==> config.mk <==
export PLATFORM = sky130hd
export DESIGN_NAME = ofd_operand_decoder
export DESIGN_NICKNAME = d
export VERILOG_FILES = /design/src/rtl/ofd_operand_decoder.v
export VERILOG_INCLUDE_DIRS = /design/src /design/src/common
export SDC_FILE = /design/constraint.sdc
export NUM_CORES = 1
export LEC_CHECK = 0
export ABC_AREA = 1
export BUFFER_PORTS_ARGS = -buffer_cell sky130_fd_sc_hd__buf_2
export CAP_MARGIN = 20
export CORE_MARGIN = 4
export CORE_UTILIZATION = 30
export CTS_CLUSTER_DIAMETER = 40
export DETAILED_ROUTE_END_ITERATION = 10
export PLACE_DENSITY = 0.54
export SYNTH_ARGS = -nofsm -noshare
export SYNTH_HDL_FRONTEND = slang
export SYNTH_SLANG_ARGS = --single-unit
==> constraint.sdc <==
create_clock -name aclk -period 4.37 [get_ports aclk]
set_input_delay 0.437 -clock aclk [delete_from_list [all_inputs] [get_ports aclk]]
set_output_delay 0.437 -clock aclk [all_outputs]
set_load 0.02 [all_outputs]
==> src/common/ofd_defs.vh <==
`ifndef OFD_DEFS_VH
`define OFD_DEFS_VH
// Register byte offsets
`define OFD_BANK_OFS     4'h0
`define OFD_TPTR_OFS     4'h4
`define OFD_PROD_OFS     4'h8
`define OFD_STAT_OFS     4'hc
// Reset values
`define OFD_BANK_RST     4'h0
`define OFD_TPTR_RST     21'h000000
`define OFD_PROD_RST     16'h0000
// Instruction format codes from the opcode map
`define OFD_FMT_NONE     4'h0
`define OFD_FMT_BYTE     4'h1
`define OFD_FMT_BIT      4'h2
`define OFD_FMT_LIT8     4'h3
`define OFD_FMT_MOVE     4'h4
`define OFD_FMT_GOTO     4'h5
`define OFD_FMT_CALL     4'h6
`define OFD_FMT_BRA11    4'h7
`define OFD_FMT_BR8      4'h8
`define OFD_FMT_TBL      4'h9
`define OFD_FMT_RET      4'ha
`define OFD_FMT_LIT12    4'hb
// Field positions
`define OFD_F_LO         0
`define OFD_F_HI         7
`define OFD_A_POS        8
`define OFD_D_POS        9
`define OFD_B_LO         9
`define OFD_B_HI         11
`define OFD_W12_HI       11
`define OFD_S_CALL_POS   8
`define OFD_S_RET_POS    0
`define OFD_SEC_LO       12
`define OFD_SEC_TAG      4'hf
// Pointer update modes
`define OFD_PU_NONE      2'h0
`define OFD_PU_POSTINC   2'h1
`define OFD_PU_POSTDEC   2'h2
`define OFD_PU_PREINC    2'h3
// Timing: oscillator periods per instruction cycle
`define OFD_PHASES       4
`define OFD_LAST_PHASE   2'h3
// Access window split and banks
`define OFD_ACC_SPLIT    8'h80
`define OFD_ACC_LO_BANK  4'h0
`define OFD_ACC_HI_BANK  4'hf
// AXI responses
`define OFD_RESP_OKAY    2'h0
`define OFD_RESP_DECERR  2'h3
`endif

==> src/rtl/ofd_operand_decoder.v <==
`timescale 1ns/100ps
`default_nettype none
`include "ofd_defs.vh"
module ofd_operand_decoder (
	input  wire        aclk,
	input  wire        aresetn,
	input  wire [15:0] instr_word,
	input  wire [3:0]  instr_fmt,
	input  wire        instr_valid,
	input  wire        mul_valid,
	input  wire [15:0] mul_result,
	output wire        cycle_start,
	output reg         dec_valid,
	output reg  [11:0] data_addr,
	output reg  [7:0]  bit_sel,
	output reg         to_accum,
	output reg         to_file,
	output reg  [11:0] move_src,
	output reg  [11:0] move_dst,
	output reg         move_go,
	output reg  [19:0] imm_value,
	output reg  [1:0]  imm_width,
	output reg  [19:0] jump_target,
	output reg         jump_rel,
	output reg         jump_abs,
	output reg         shadow_save,
	output reg         shadow_restore,
	output reg  [20:0] tbl_addr,
	output reg         tbl_go,
	output reg         lone_nop,
	input  wire [3:0]  s_axi_awaddr,
	input  wire        s_axi_awvalid,
	output wire        s_axi_awready,
	input  wire [31:0] s_axi_wdata,
	input  wire [3:0]  s_axi_wstrb,
	input  wire        s_axi_wvalid,
	output wire        s_axi_wready,
	output reg  [1:0]  s_axi_bresp,
	output reg         s_axi_bvalid,
	input  wire        s_axi_bready,
	input  wire [3:0]  s_axi_araddr,
	input  wire        s_axi_arvalid,
	output wire        s_axi_arready,
	output reg  [31:0] s_axi_rdata,
	output reg  [1:0]  s_axi_rresp,
	output reg         s_axi_rvalid,
	input  wire        s_axi_rready
);
	localparam SEC_NONE = 3'h0;
	localparam SEC_MOVE = 3'h1;
	localparam SEC_GOTO = 3'h2;
	localparam SEC_CALL = 3'h3;
	localparam SEC_LIT  = 3'h4;

	reg  [1:0]  phase_reg;
	reg  [2:0]  sec_reg;
	reg         sfast_reg;
	reg  [3:0]  bank_reg;
	reg  [20:0] tptr_reg;
	reg  [15:0] prod_reg;
	reg         aw_hold_reg;
	reg         w_hold_reg;
	reg  [3:0]  awaddr_reg;
	reg  [31:0] wdata_reg;
	reg  [3:0]  wstrb_reg;
	wire [31:0] wmask;
	wire        wr_fire;
	wire        step;
	wire [7:0]  fld;
	wire [3:0]  bank;
	wire [11:0] w12;
	wire        lone;
	wire        tbl_op;
	wire [1:0]  pu_mode;

	// Instruction cycle phase counter
	always @(posedge aclk) begin
		if (!aresetn) begin
			phase_reg <= 2'h0;
		end else begin
			phase_reg <= phase_reg + 2'h1;
		end
	end
	assign cycle_start = (phase_reg == 2'h0);
	assign step = instr_valid && (phase_reg == `OFD_LAST_PHASE);

	// Field extraction; unused bits never looked at
	assign fld = instr_word[`OFD_F_HI:`OFD_F_LO];
	assign w12 = instr_word[`OFD_W12_HI:0];
	assign lone = (sec_reg == SEC_NONE) &&
		(instr_word[15:`OFD_SEC_LO] == `OFD_SEC_TAG) &&
		(instr_fmt == `OFD_FMT_NONE);
	assign bank = !instr_word[`OFD_A_POS] ?
		((fld < `OFD_ACC_SPLIT) ? `OFD_ACC_LO_BANK : `OFD_ACC_HI_BANK)
		: bank_reg;
	assign tbl_op = step && (sec_reg == SEC_NONE) && (instr_fmt == `OFD_FMT_TBL);
	assign pu_mode = instr_word[1:0];

	// Decode registers
	always @(posedge aclk) begin
		if (!aresetn) begin
			sec_reg        <= SEC_NONE;
			sfast_reg      <= 1'b0;
			dec_valid      <= 1'b0;
			data_addr      <= 12'h000;
			bit_sel        <= 8'h00;
			to_accum       <= 1'b0;
			to_file        <= 1'b0;
			move_src       <= 12'h000;
			move_dst       <= 12'h000;
			move_go        <= 1'b0;
			imm_value      <= 20'h00000;
			imm_width      <= 2'h0;
			jump_target    <= 20'h00000;
			jump_rel       <= 1'b0;
			jump_abs       <= 1'b0;
			shadow_save    <= 1'b0;
			shadow_restore <= 1'b0;
			tbl_addr       <= 21'h000000;
			tbl_go         <= 1'b0;
			lone_nop       <= 1'b0;
		end else begin
			dec_valid      <= step;
			move_go        <= 1'b0;
			jump_rel       <= 1'b0;
			jump_abs       <= 1'b0;
			shadow_save    <= 1'b0;
			shadow_restore <= 1'b0;
			tbl_go         <= 1'b0;
			lone_nop       <= 1'b0;
			to_accum       <= 1'b0;
			to_file        <= 1'b0;
			if (step && sec_reg != SEC_NONE) begin
				sec_reg <= SEC_NONE;
				case (sec_reg)
					SEC_MOVE: begin
						move_dst <= w12;
						move_go  <= 1'b1;
					end
					SEC_GOTO, SEC_CALL: begin
						jump_target <= {w12, jump_target[7:0]};
						imm_value   <= {w12, imm_value[7:0]};
						jump_abs    <= 1'b1;
						shadow_save <= (sec_reg == SEC_CALL) && sfast_reg;
					end
					default: begin
						imm_value <= {8'h00, imm_value[11:8], fld};
					end
				endcase
			end else if (step && lone) begin
				lone_nop <= 1'b1;
			end else if (step) begin
				case (instr_fmt)
					`OFD_FMT_BYTE: begin
						data_addr <= {bank, fld};
						to_accum  <= !instr_word[`OFD_D_POS];
						to_file   <= instr_word[`OFD_D_POS];
					end
					`OFD_FMT_BIT: begin
						data_addr <= {bank, fld};
						bit_sel   <= 8'h01 << instr_word[`OFD_B_HI:`OFD_B_LO];
						to_file   <= 1'b1;
					end
					`OFD_FMT_LIT8: begin
						imm_value <= {12'h000, fld};
						imm_width <= 2'h0;
					end
					`OFD_FMT_LIT12: begin
						imm_value <= {8'h00, instr_word[3:0], 8'h00};
						imm_width <= 2'h1;
						sec_reg   <= SEC_LIT;
					end
					`OFD_FMT_MOVE: begin
						move_src <= w12;
						sec_reg  <= SEC_MOVE;
					end
					`OFD_FMT_GOTO, `OFD_FMT_CALL: begin
						jump_target <= {12'h000, fld};
						imm_value   <= {12'h000, fld};
						imm_width   <= 2'h2;
						sfast_reg   <= (instr_fmt == `OFD_FMT_CALL) &&
							instr_word[`OFD_S_CALL_POS];
						sec_reg     <= (instr_fmt == `OFD_FMT_CALL) ? SEC_CALL : SEC_GOTO;
					end
					`OFD_FMT_BRA11: begin
						jump_target <= {{9{instr_word[10]}}, instr_word[10:0]};
						jump_rel    <= 1'b1;
					end
					`OFD_FMT_BR8: begin
						jump_target <= {{12{fld[7]}}, fld};
						jump_rel    <= 1'b1;
					end
					`OFD_FMT_RET: begin
						shadow_restore <= instr_word[`OFD_S_RET_POS];
					end
					`OFD_FMT_TBL: begin
						tbl_addr <= (pu_mode == `OFD_PU_PREINC) ? tptr_reg + 21'h1 : tptr_reg;
						tbl_go   <= 1'b1;
					end
					default: begin
						sec_reg <= SEC_NONE;
					end
				endcase
			end
		end
	end

	// AXI4-Lite write side
	assign s_axi_awready = !aw_hold_reg && !s_axi_bvalid;
	assign s_axi_wready  = !w_hold_reg && !s_axi_bvalid;
	assign wr_fire = aw_hold_reg && w_hold_reg && !s_axi_bvalid;
	assign wmask = {{8{wstrb_reg[3]}}, {8{wstrb_reg[2]}},
		{8{wstrb_reg[1]}}, {8{wstrb_reg[0]}}};

	always @(posedge aclk) begin
		if (!aresetn) begin
			aw_hold_reg  <= 1'b0;
			w_hold_reg   <= 1'b0;
			awaddr_reg   <= 4'h0;
			wdata_reg    <= 32'h00000000;
			wstrb_reg    <= 4'h0;
			s_axi_bvalid <= 1'b0;
			s_axi_bresp  <= `OFD_RESP_OKAY;
		end else begin
			if (s_axi_awvalid && s_axi_awready) begin
				aw_hold_reg <= 1'b1;
				awaddr_reg  <= s_axi_awaddr;
			end
			if (s_axi_wvalid && s_axi_wready) begin
				w_hold_reg <= 1'b1;
				wdata_reg  <= s_axi_wdata;
				wstrb_reg  <= s_axi_wstrb;
			end
			if (wr_fire) begin
				aw_hold_reg  <= 1'b0;
				w_hold_reg   <= 1'b0;
				s_axi_bvalid <= 1'b1;
				if (awaddr_reg == `OFD_BANK_OFS || awaddr_reg == `OFD_TPTR_OFS ||
					awaddr_reg == `OFD_PROD_OFS || awaddr_reg == `OFD_STAT_OFS) begin
					s_axi_bresp <= `OFD_RESP_OKAY;
				end else begin
					s_axi_bresp <= `OFD_RESP_DECERR;
				end
			end else if (s_axi_bvalid && s_axi_bready) begin
				s_axi_bvalid <= 1'b0;
			end
		end
	end

	// Bank select, table pointer and product storage
	always @(posedge aclk) begin
		if (!aresetn) begin
			bank_reg <= `OFD_BANK_RST;
			tptr_reg <= `OFD_TPTR_RST;
			prod_reg <= `OFD_PROD_RST;
		end else begin
			if (wr_fire && awaddr_reg == `OFD_BANK_OFS && wstrb_reg[0]) begin
				bank_reg <= wdata_reg[3:0];
			end
			if (wr_fire && awaddr_reg == `OFD_TPTR_OFS) begin
				tptr_reg <= (tptr_reg & ~wmask[20:0]) | (wdata_reg[20:0] & wmask[20:0]);
			end else if (tbl_op && pu_mode != `OFD_PU_NONE) begin
				if (pu_mode == `OFD_PU_POSTDEC) begin
					tptr_reg <= tptr_reg - 21'h1;
				end else begin
					tptr_reg <= tptr_reg + 21'h1;
				end
			end
			if (mul_valid) begin
				prod_reg <= mul_result;
			end
		end
	end

	// AXI4-Lite read side
	assign s_axi_arready = !s_axi_rvalid;

	always @(posedge aclk) begin
		if (!aresetn) begin
			s_axi_rvalid <= 1'b0;
			s_axi_rdata  <= 32'h00000000;
			s_axi_rresp  <= `OFD_RESP_OKAY;
		end else if (s_axi_arvalid && s_axi_arready) begin
			s_axi_rvalid <= 1'b1;
			s_axi_rresp  <= `OFD_RESP_OKAY;
			if (s_axi_araddr == `OFD_BANK_OFS) begin
				s_axi_rdata <= {28'h0000000, bank_reg};
			end else if (s_axi_araddr == `OFD_TPTR_OFS) begin
				s_axi_rdata <= {11'h000, tptr_reg};
			end else if (s_axi_araddr == `OFD_PROD_OFS) begin
				s_axi_rdata <= {16'h0000, prod_reg[15:8], prod_reg[7:0]};
			end else if (s_axi_araddr == `OFD_STAT_OFS) begin
				s_axi_rdata <= {12'h000, 1'b0, sec_reg, data_addr, 2'h0, phase_reg};
			end else begin
				s_axi_rdata <= 32'h00000000;
				s_axi_rresp <= `OFD_RESP_DECERR;
			end
		end else if (s_axi_rvalid && s_axi_rready) begin
			s_axi_rvalid <= 1'b0;
		end
	end
endmodule // ofd_operand_decoder
`default_nettype wire

# Word-level counts from Yosys, hierarchy flattened
# Cells that the tools add are included.
# Widths: inputs -> output; s select.
# totals
inputBits	89
ramBits	0
n_memories	0
ff_bits	232
latch_bits	0
romBits	0
elab_cells	190
# classes
eq_ne	28
div	0
bitwise_logic	11
magnitude_cmp	1
n_reduce_logical	71
mux	38
n_shift	1
n_addsub	3
multipliers	0
# op_table
operator	n
$mux 20	7
$mux 21	6
$pmux 20 s2	2
$pmux 20 s3	1
$and 21x21->21	2
$mux 19	2
$eq 4x4->1 const B	9
$reduce_and 4->1	9
$eq 4x3->1 const B	6
$logic_and 1x1->1	22
$add 21x1->21 const B	1
$not 21->21	1
$or 21x21->21	1
$sub 21x1->21 const B	1
$logic_not 4->1	3
$pmux 3 s4	1
$reduce_bool 3->1	4
$reduce_or 2->1	6
$mux 1	10
$mux 2	5
$reduce_and 5->1	2
$reduce_bool 2->1	5
$reduce_or 5->1	2
$eq 4x2->1 const B	2
other kinds (23)	43

# Depth between registers and ports, before layout
# logic_depth
word_depth	7
ltp_mapped	12

# Worst setup path before layout
# Ideal clock, no wire load.
# synth_timing
path_type	register to register
startpoint	register phase_reg[0]
endpoint	register imm_value[4]
setup_time_ns	0.113
path_slack_ns	2.748
required_time_ns	4.257
arrival_ns	1.509
stages_incl_launch_ff	12
cell_sequence	dfxtp_1 -> ha_1 -> nand2_2 -> inv_2 -> buf_6 -> nand3_2 -> nand3_1 -> a21oi_2 -> buf_4 -> nand2_1 -> nand2_1 -> nor2_1
# synth_between
elab_chain_len	5
elab_cells_between_ends	11
# synth_lines
item	line_no	rtl
from (decl)	ofd_operand_decoder.v:55	reg [1:0] phase_reg;
from (signal assigned)	ofd_operand_decoder.v:81	phase_reg <= phase_reg + 2'h1;
$eq 2x2->1 (no source line) *	--	
$logic_and 1x1->1 *	ofd_operand_decoder.v:85	assign step = instr_valid && (phase_reg == `OFD_LAST_PHASE);
$logic_and 1x1->1, on equally long branches	ofd_operand_decoder.v:133, ofd_operand_decoder.v:150	
$ne 2x2->1 (no source line), or another cell as far along	--	
$reduce_and 5->1 (no source line)	--	
to (signal assigned)	ofd_operand_decoder.v:142	imm_value <= {w12, imm_value[7:0]};
to (signal assigned)	ofd_operand_decoder.v:147	imm_value <= {8'h00, imm_value[11:8], fld};
to (signal assigned)	ofd_operand_decoder.v:165	imm_value <= {12'h000, fld};
to (decl)	ofd_operand_decoder.v:21	output reg [19:0] imm_value,
# Mark *: on every way between the ends. The rest lies on a longest branch, timed or not.
# A chain may end at the register's enable or synchronous reset.

==> impl_metrics.json <==
{
  "run_status": "finished, final reports clean",
  "post_cts.repair.setup_buffers": 0,
  "largest_net_degree_at_the_start_of_global_routing": 103,
  "dpl.hpwl_um": 27590,
  "r2r_start": "s_axi_bvalid",
  "timing.critical_path.from_type": "flop",
  "die_height_um": 194.5,
  "sequentialPowerShare": 0.382,
  "layout.filler_cells": 3750,
  "cellInternalPower_uw": 4062,
  "yosys_warnings": 0,
  "core_region_area_um2": 34460,
  "vias_per_cell": 4.925,
  "setup.reg_to_reg.worst_slack_ns": 1.79,
  "yosys.area.top_type": "dfxtp_1",
  "maximum_clock_rate_mhz": 387.1,
  "worstSetupPathDepth": 8,
  "rr_worst_depth": 8,
  "synth.most_common_cell": "nand2_1",
  "via_count": 10623,
  "crit_required_ns": 4.78,
  "tightestPinTransition_ns": 0.9942,
  "die_width_um": 194.5,
  "layout-drive-gt1-share": 0.2128,
  "num_rows": 68,
  "cts_buffer_depth": 3,
  "yosysSeqAreaShare": 0.4201,
  "slowest_stage": "nand4_2",
  "routed_wirelength_um": 37530,
  "synth_commonest_cells": "nand2_1, nor2_1, dfxtp_1, o21ai_0, a21oi_1",
  "number_of_cts_inserted_buffers": 38,
  "finish_stage_setup_viols": 0,
  "postCtsHoldBufs": 0,
  "dp_worst_setup_slack_ns": 1.448,
  "unrepaired_setup_endpoints_after_global_routing": "false",
  "clock_latency_ns": 0.53,
  "timing.critical_path.arrival_ns": 2.99,
  "cpLargestDelayFamily": "simple AND/OR/NAND/NOR gates",
  "synth_cell_types": 49,
  "grt_pass1_wl_um": 58350,
  "fin_total_pwr_uw": 5457,
  "detailedRoute.firstIterationViolations": 703,
  "power.share.combinational": 0.070,
  "cts.reportedPaths.clkPinSlew_ns": 0.05,
  "design.die.area_um2": 37840,
  "final.setup.tns_ns": 0,
  "ant_nets": 0,
  "timing.critical_path.to_type": "flop",
  "final_util": 0.3770,
  "peakVddDrop_mv": 0.2514,
  "maxcap_viol_count": 0,
  "syn_area_per_cell_um2": 7.000,
  "dominantRegCellSynth": "dfxtp_1",
  "gate_count_of_the_mapped_netlist": 1491,
  "io_buffer_count": 224,
  "p_sw_uw": 1395,
  "critical_path_class": "flop to flop",
  "worst_clock_skew_on_the_final_layout_ns": 0.02373,
  "grt_remaining_overflow": 0,
  "final_net_count": 1765,
  "grt.total_usage": 0.1903,
  "area_delta_synth_final_pct": 24.48,
  "cp-startpoint": "s_axi_bvalid",
  "ios": 248,
  "power.share.switching": 0.2557,
  "synth.top_cell.area_share": 0.4201,
  "cts_max_level": 2,
  "powerDensity_nw_per_um2": 420.0,
  "cp_max_fo": 24,
  "slew-limit-headroom": 0.3372,
  "cts.root.buffer_cell": "clkbuf_16",
  "cts_resized": 0,
  "holdCritStartpoint": "mul_result[9]",
  "async_reset_ff_frac": 0,
  "synth_top_cells_by_area": "dfxtp_1, o21ai_0, nand2_1, nor2_1, a21oi_1",
  "holdCritPathClass": "primary input to flop",
  "critical_path.cell_chain": "inv_1 > nand3_1 > nor2_4 > nand3_2 > nand4_2 > nand2_1 > o21ai_0 > nor2_1",
  "portion_of_the_clock_cycle_consumed_by_the_worst_path_in_the_final_layout": 0.5912,
  "report.final.slew_viol_count": 0,
  "drcViolationCount": 0,
  "firstDrtPassIters": 7,
  "wire_per_inst_um": 17.40,
  "yosys_register_bits": 219,
  "critical_path.n_buffers_inverters": 1,
  "synth_area_um2": 10440,
  "report.final.hold_viol_count": 0,
  "total_leakage_power_uw": 0.005895,
  "slack_of_the_critical_path_ns": 1.786,
  "finalCriticalPeriod_ns": 2.584,
  "cts.sinks": 219,
  "tritoncts": "built",
  "synth-edff-count": 0,
  "initial_antenna_violation_count": 2,
  "routabilityCongestion": 0.9125,
  "grt_pass1_vias": 10216,
  "initial_core_util": 0.3029,
  "slowest_delay_ns": 0.57,
  "power.share.clock": 0.547
}
area by class of cell:
cell class,count,area [um2],share of cell area
Multi-Input combinational cell,1071,5146,0.3961
Sequential cell,219,4384,0.3375
Timing Repair Buffer,227,1146,0.08822
Clock buffer,43,989.7,0.07618
Tap cell,455,569.3,0.04382
Inverter,115,436.7,0.03361
Clock inverter,26,316.6,0.02437
Antenna cell,1,2.502,0.0001926
power groups by stage:
stage | clock (uW) | combinational [uW] | sequential [uW]
global route | 3140 | 432 | 2090
finish | 2990 | 385 | 2090
global placement | 0 | 384 | 2120
CTS | 3050 | 388 | 2090
floorplan | 0 | 248 | 2130
detailed placement | 0 | 387 | 2130
cells in the final DEF, fill, tap and decap left out, types with 4 or more instances in the layout:
master / instances
nand2_1: 250
nor2_1: 242
buf_2: 223
dfxtp_1: 219
o21ai_0: 193
a21oi_1: 134
inv_1: 95
nand3_1: 65
clkbuf_16: 38
nor3_1: 33
o21ai_1: 23
inv_2: 17
nand4_1: 15
conb_1: 11
o211ai_1: 10
xor2_1: 10
nand2_2: 9
nor2_2: 9
o22ai_1: 9
o211a_1: 8
nor3_2: 7
clkinv_2: 7
nor2_4: 6
clkinvlp_4: 5
ha_1: 4
bufinv_16: 4
clkinv_4: 4
buf_4: 4
worst min-delay path, cell delays in order:
cell and delay, ns:
buf_2 0.08, nor2_1 0.04, nor2_1 0.08
kinds of logic (layout without fill, tap and decap cells):
kind of cell	Yosys count	count (layout)	share of synthesized area
AND/OR/NAND/NOR	652	652	0.2742
flip-flops	219	219	0.4201
XOR/XNOR	11	11	0.009231
buffers and inverters	211	411	0.09040
adder cells (fa/ha/maj)	4	4	0.004796
other	1	12	0.0003593
AO/OA/AOI/OAI	393	393	0.2009
routing by layer:
layer | up-vias | share of wire | track usage
li1 | 5276 | - | -
met1 | 4962 | 0.45 | 0.2524
met2 | 323 | 0.47 | 0.3125
met3 | 58 | 0.064 | 0.04594
met4 | 4 | 0.022 | 0.04870
met5 | - | 0.00059 | 0
how the worst min path moves through the flow:
stage | slack, ns | depth (start not counted) | endpoint
2_1_floorplan | 0.42 | 1 | phase_reg[0]
3_5_place_dp | 0.44 | 1 | phase_reg[0]
4_1_cts | 0.13 | 3 | prod_reg[6]
3_3_place_gp | 0.43 | 1 | phase_reg[0]
6_report | 0.14 | 3 | prod_reg[9]
5_1_grt | 0.13 | 3 | prod_reg[1]
stage by stage:
stage / cells / cell area, um2 / hold WS [ns]
CTS: 2155 / 12980 / 0.1299
finish: 2157 / 12990 / 0.1404
global route: 2156 / 12990 / 0.1326
detailed placement: 2086 / 11670 / 0.4392
floorplan: 1501 / 10470 / 0.4173
global placement: 2086 / 11670 / 0.4261
(Power assumes the default switching activity.)
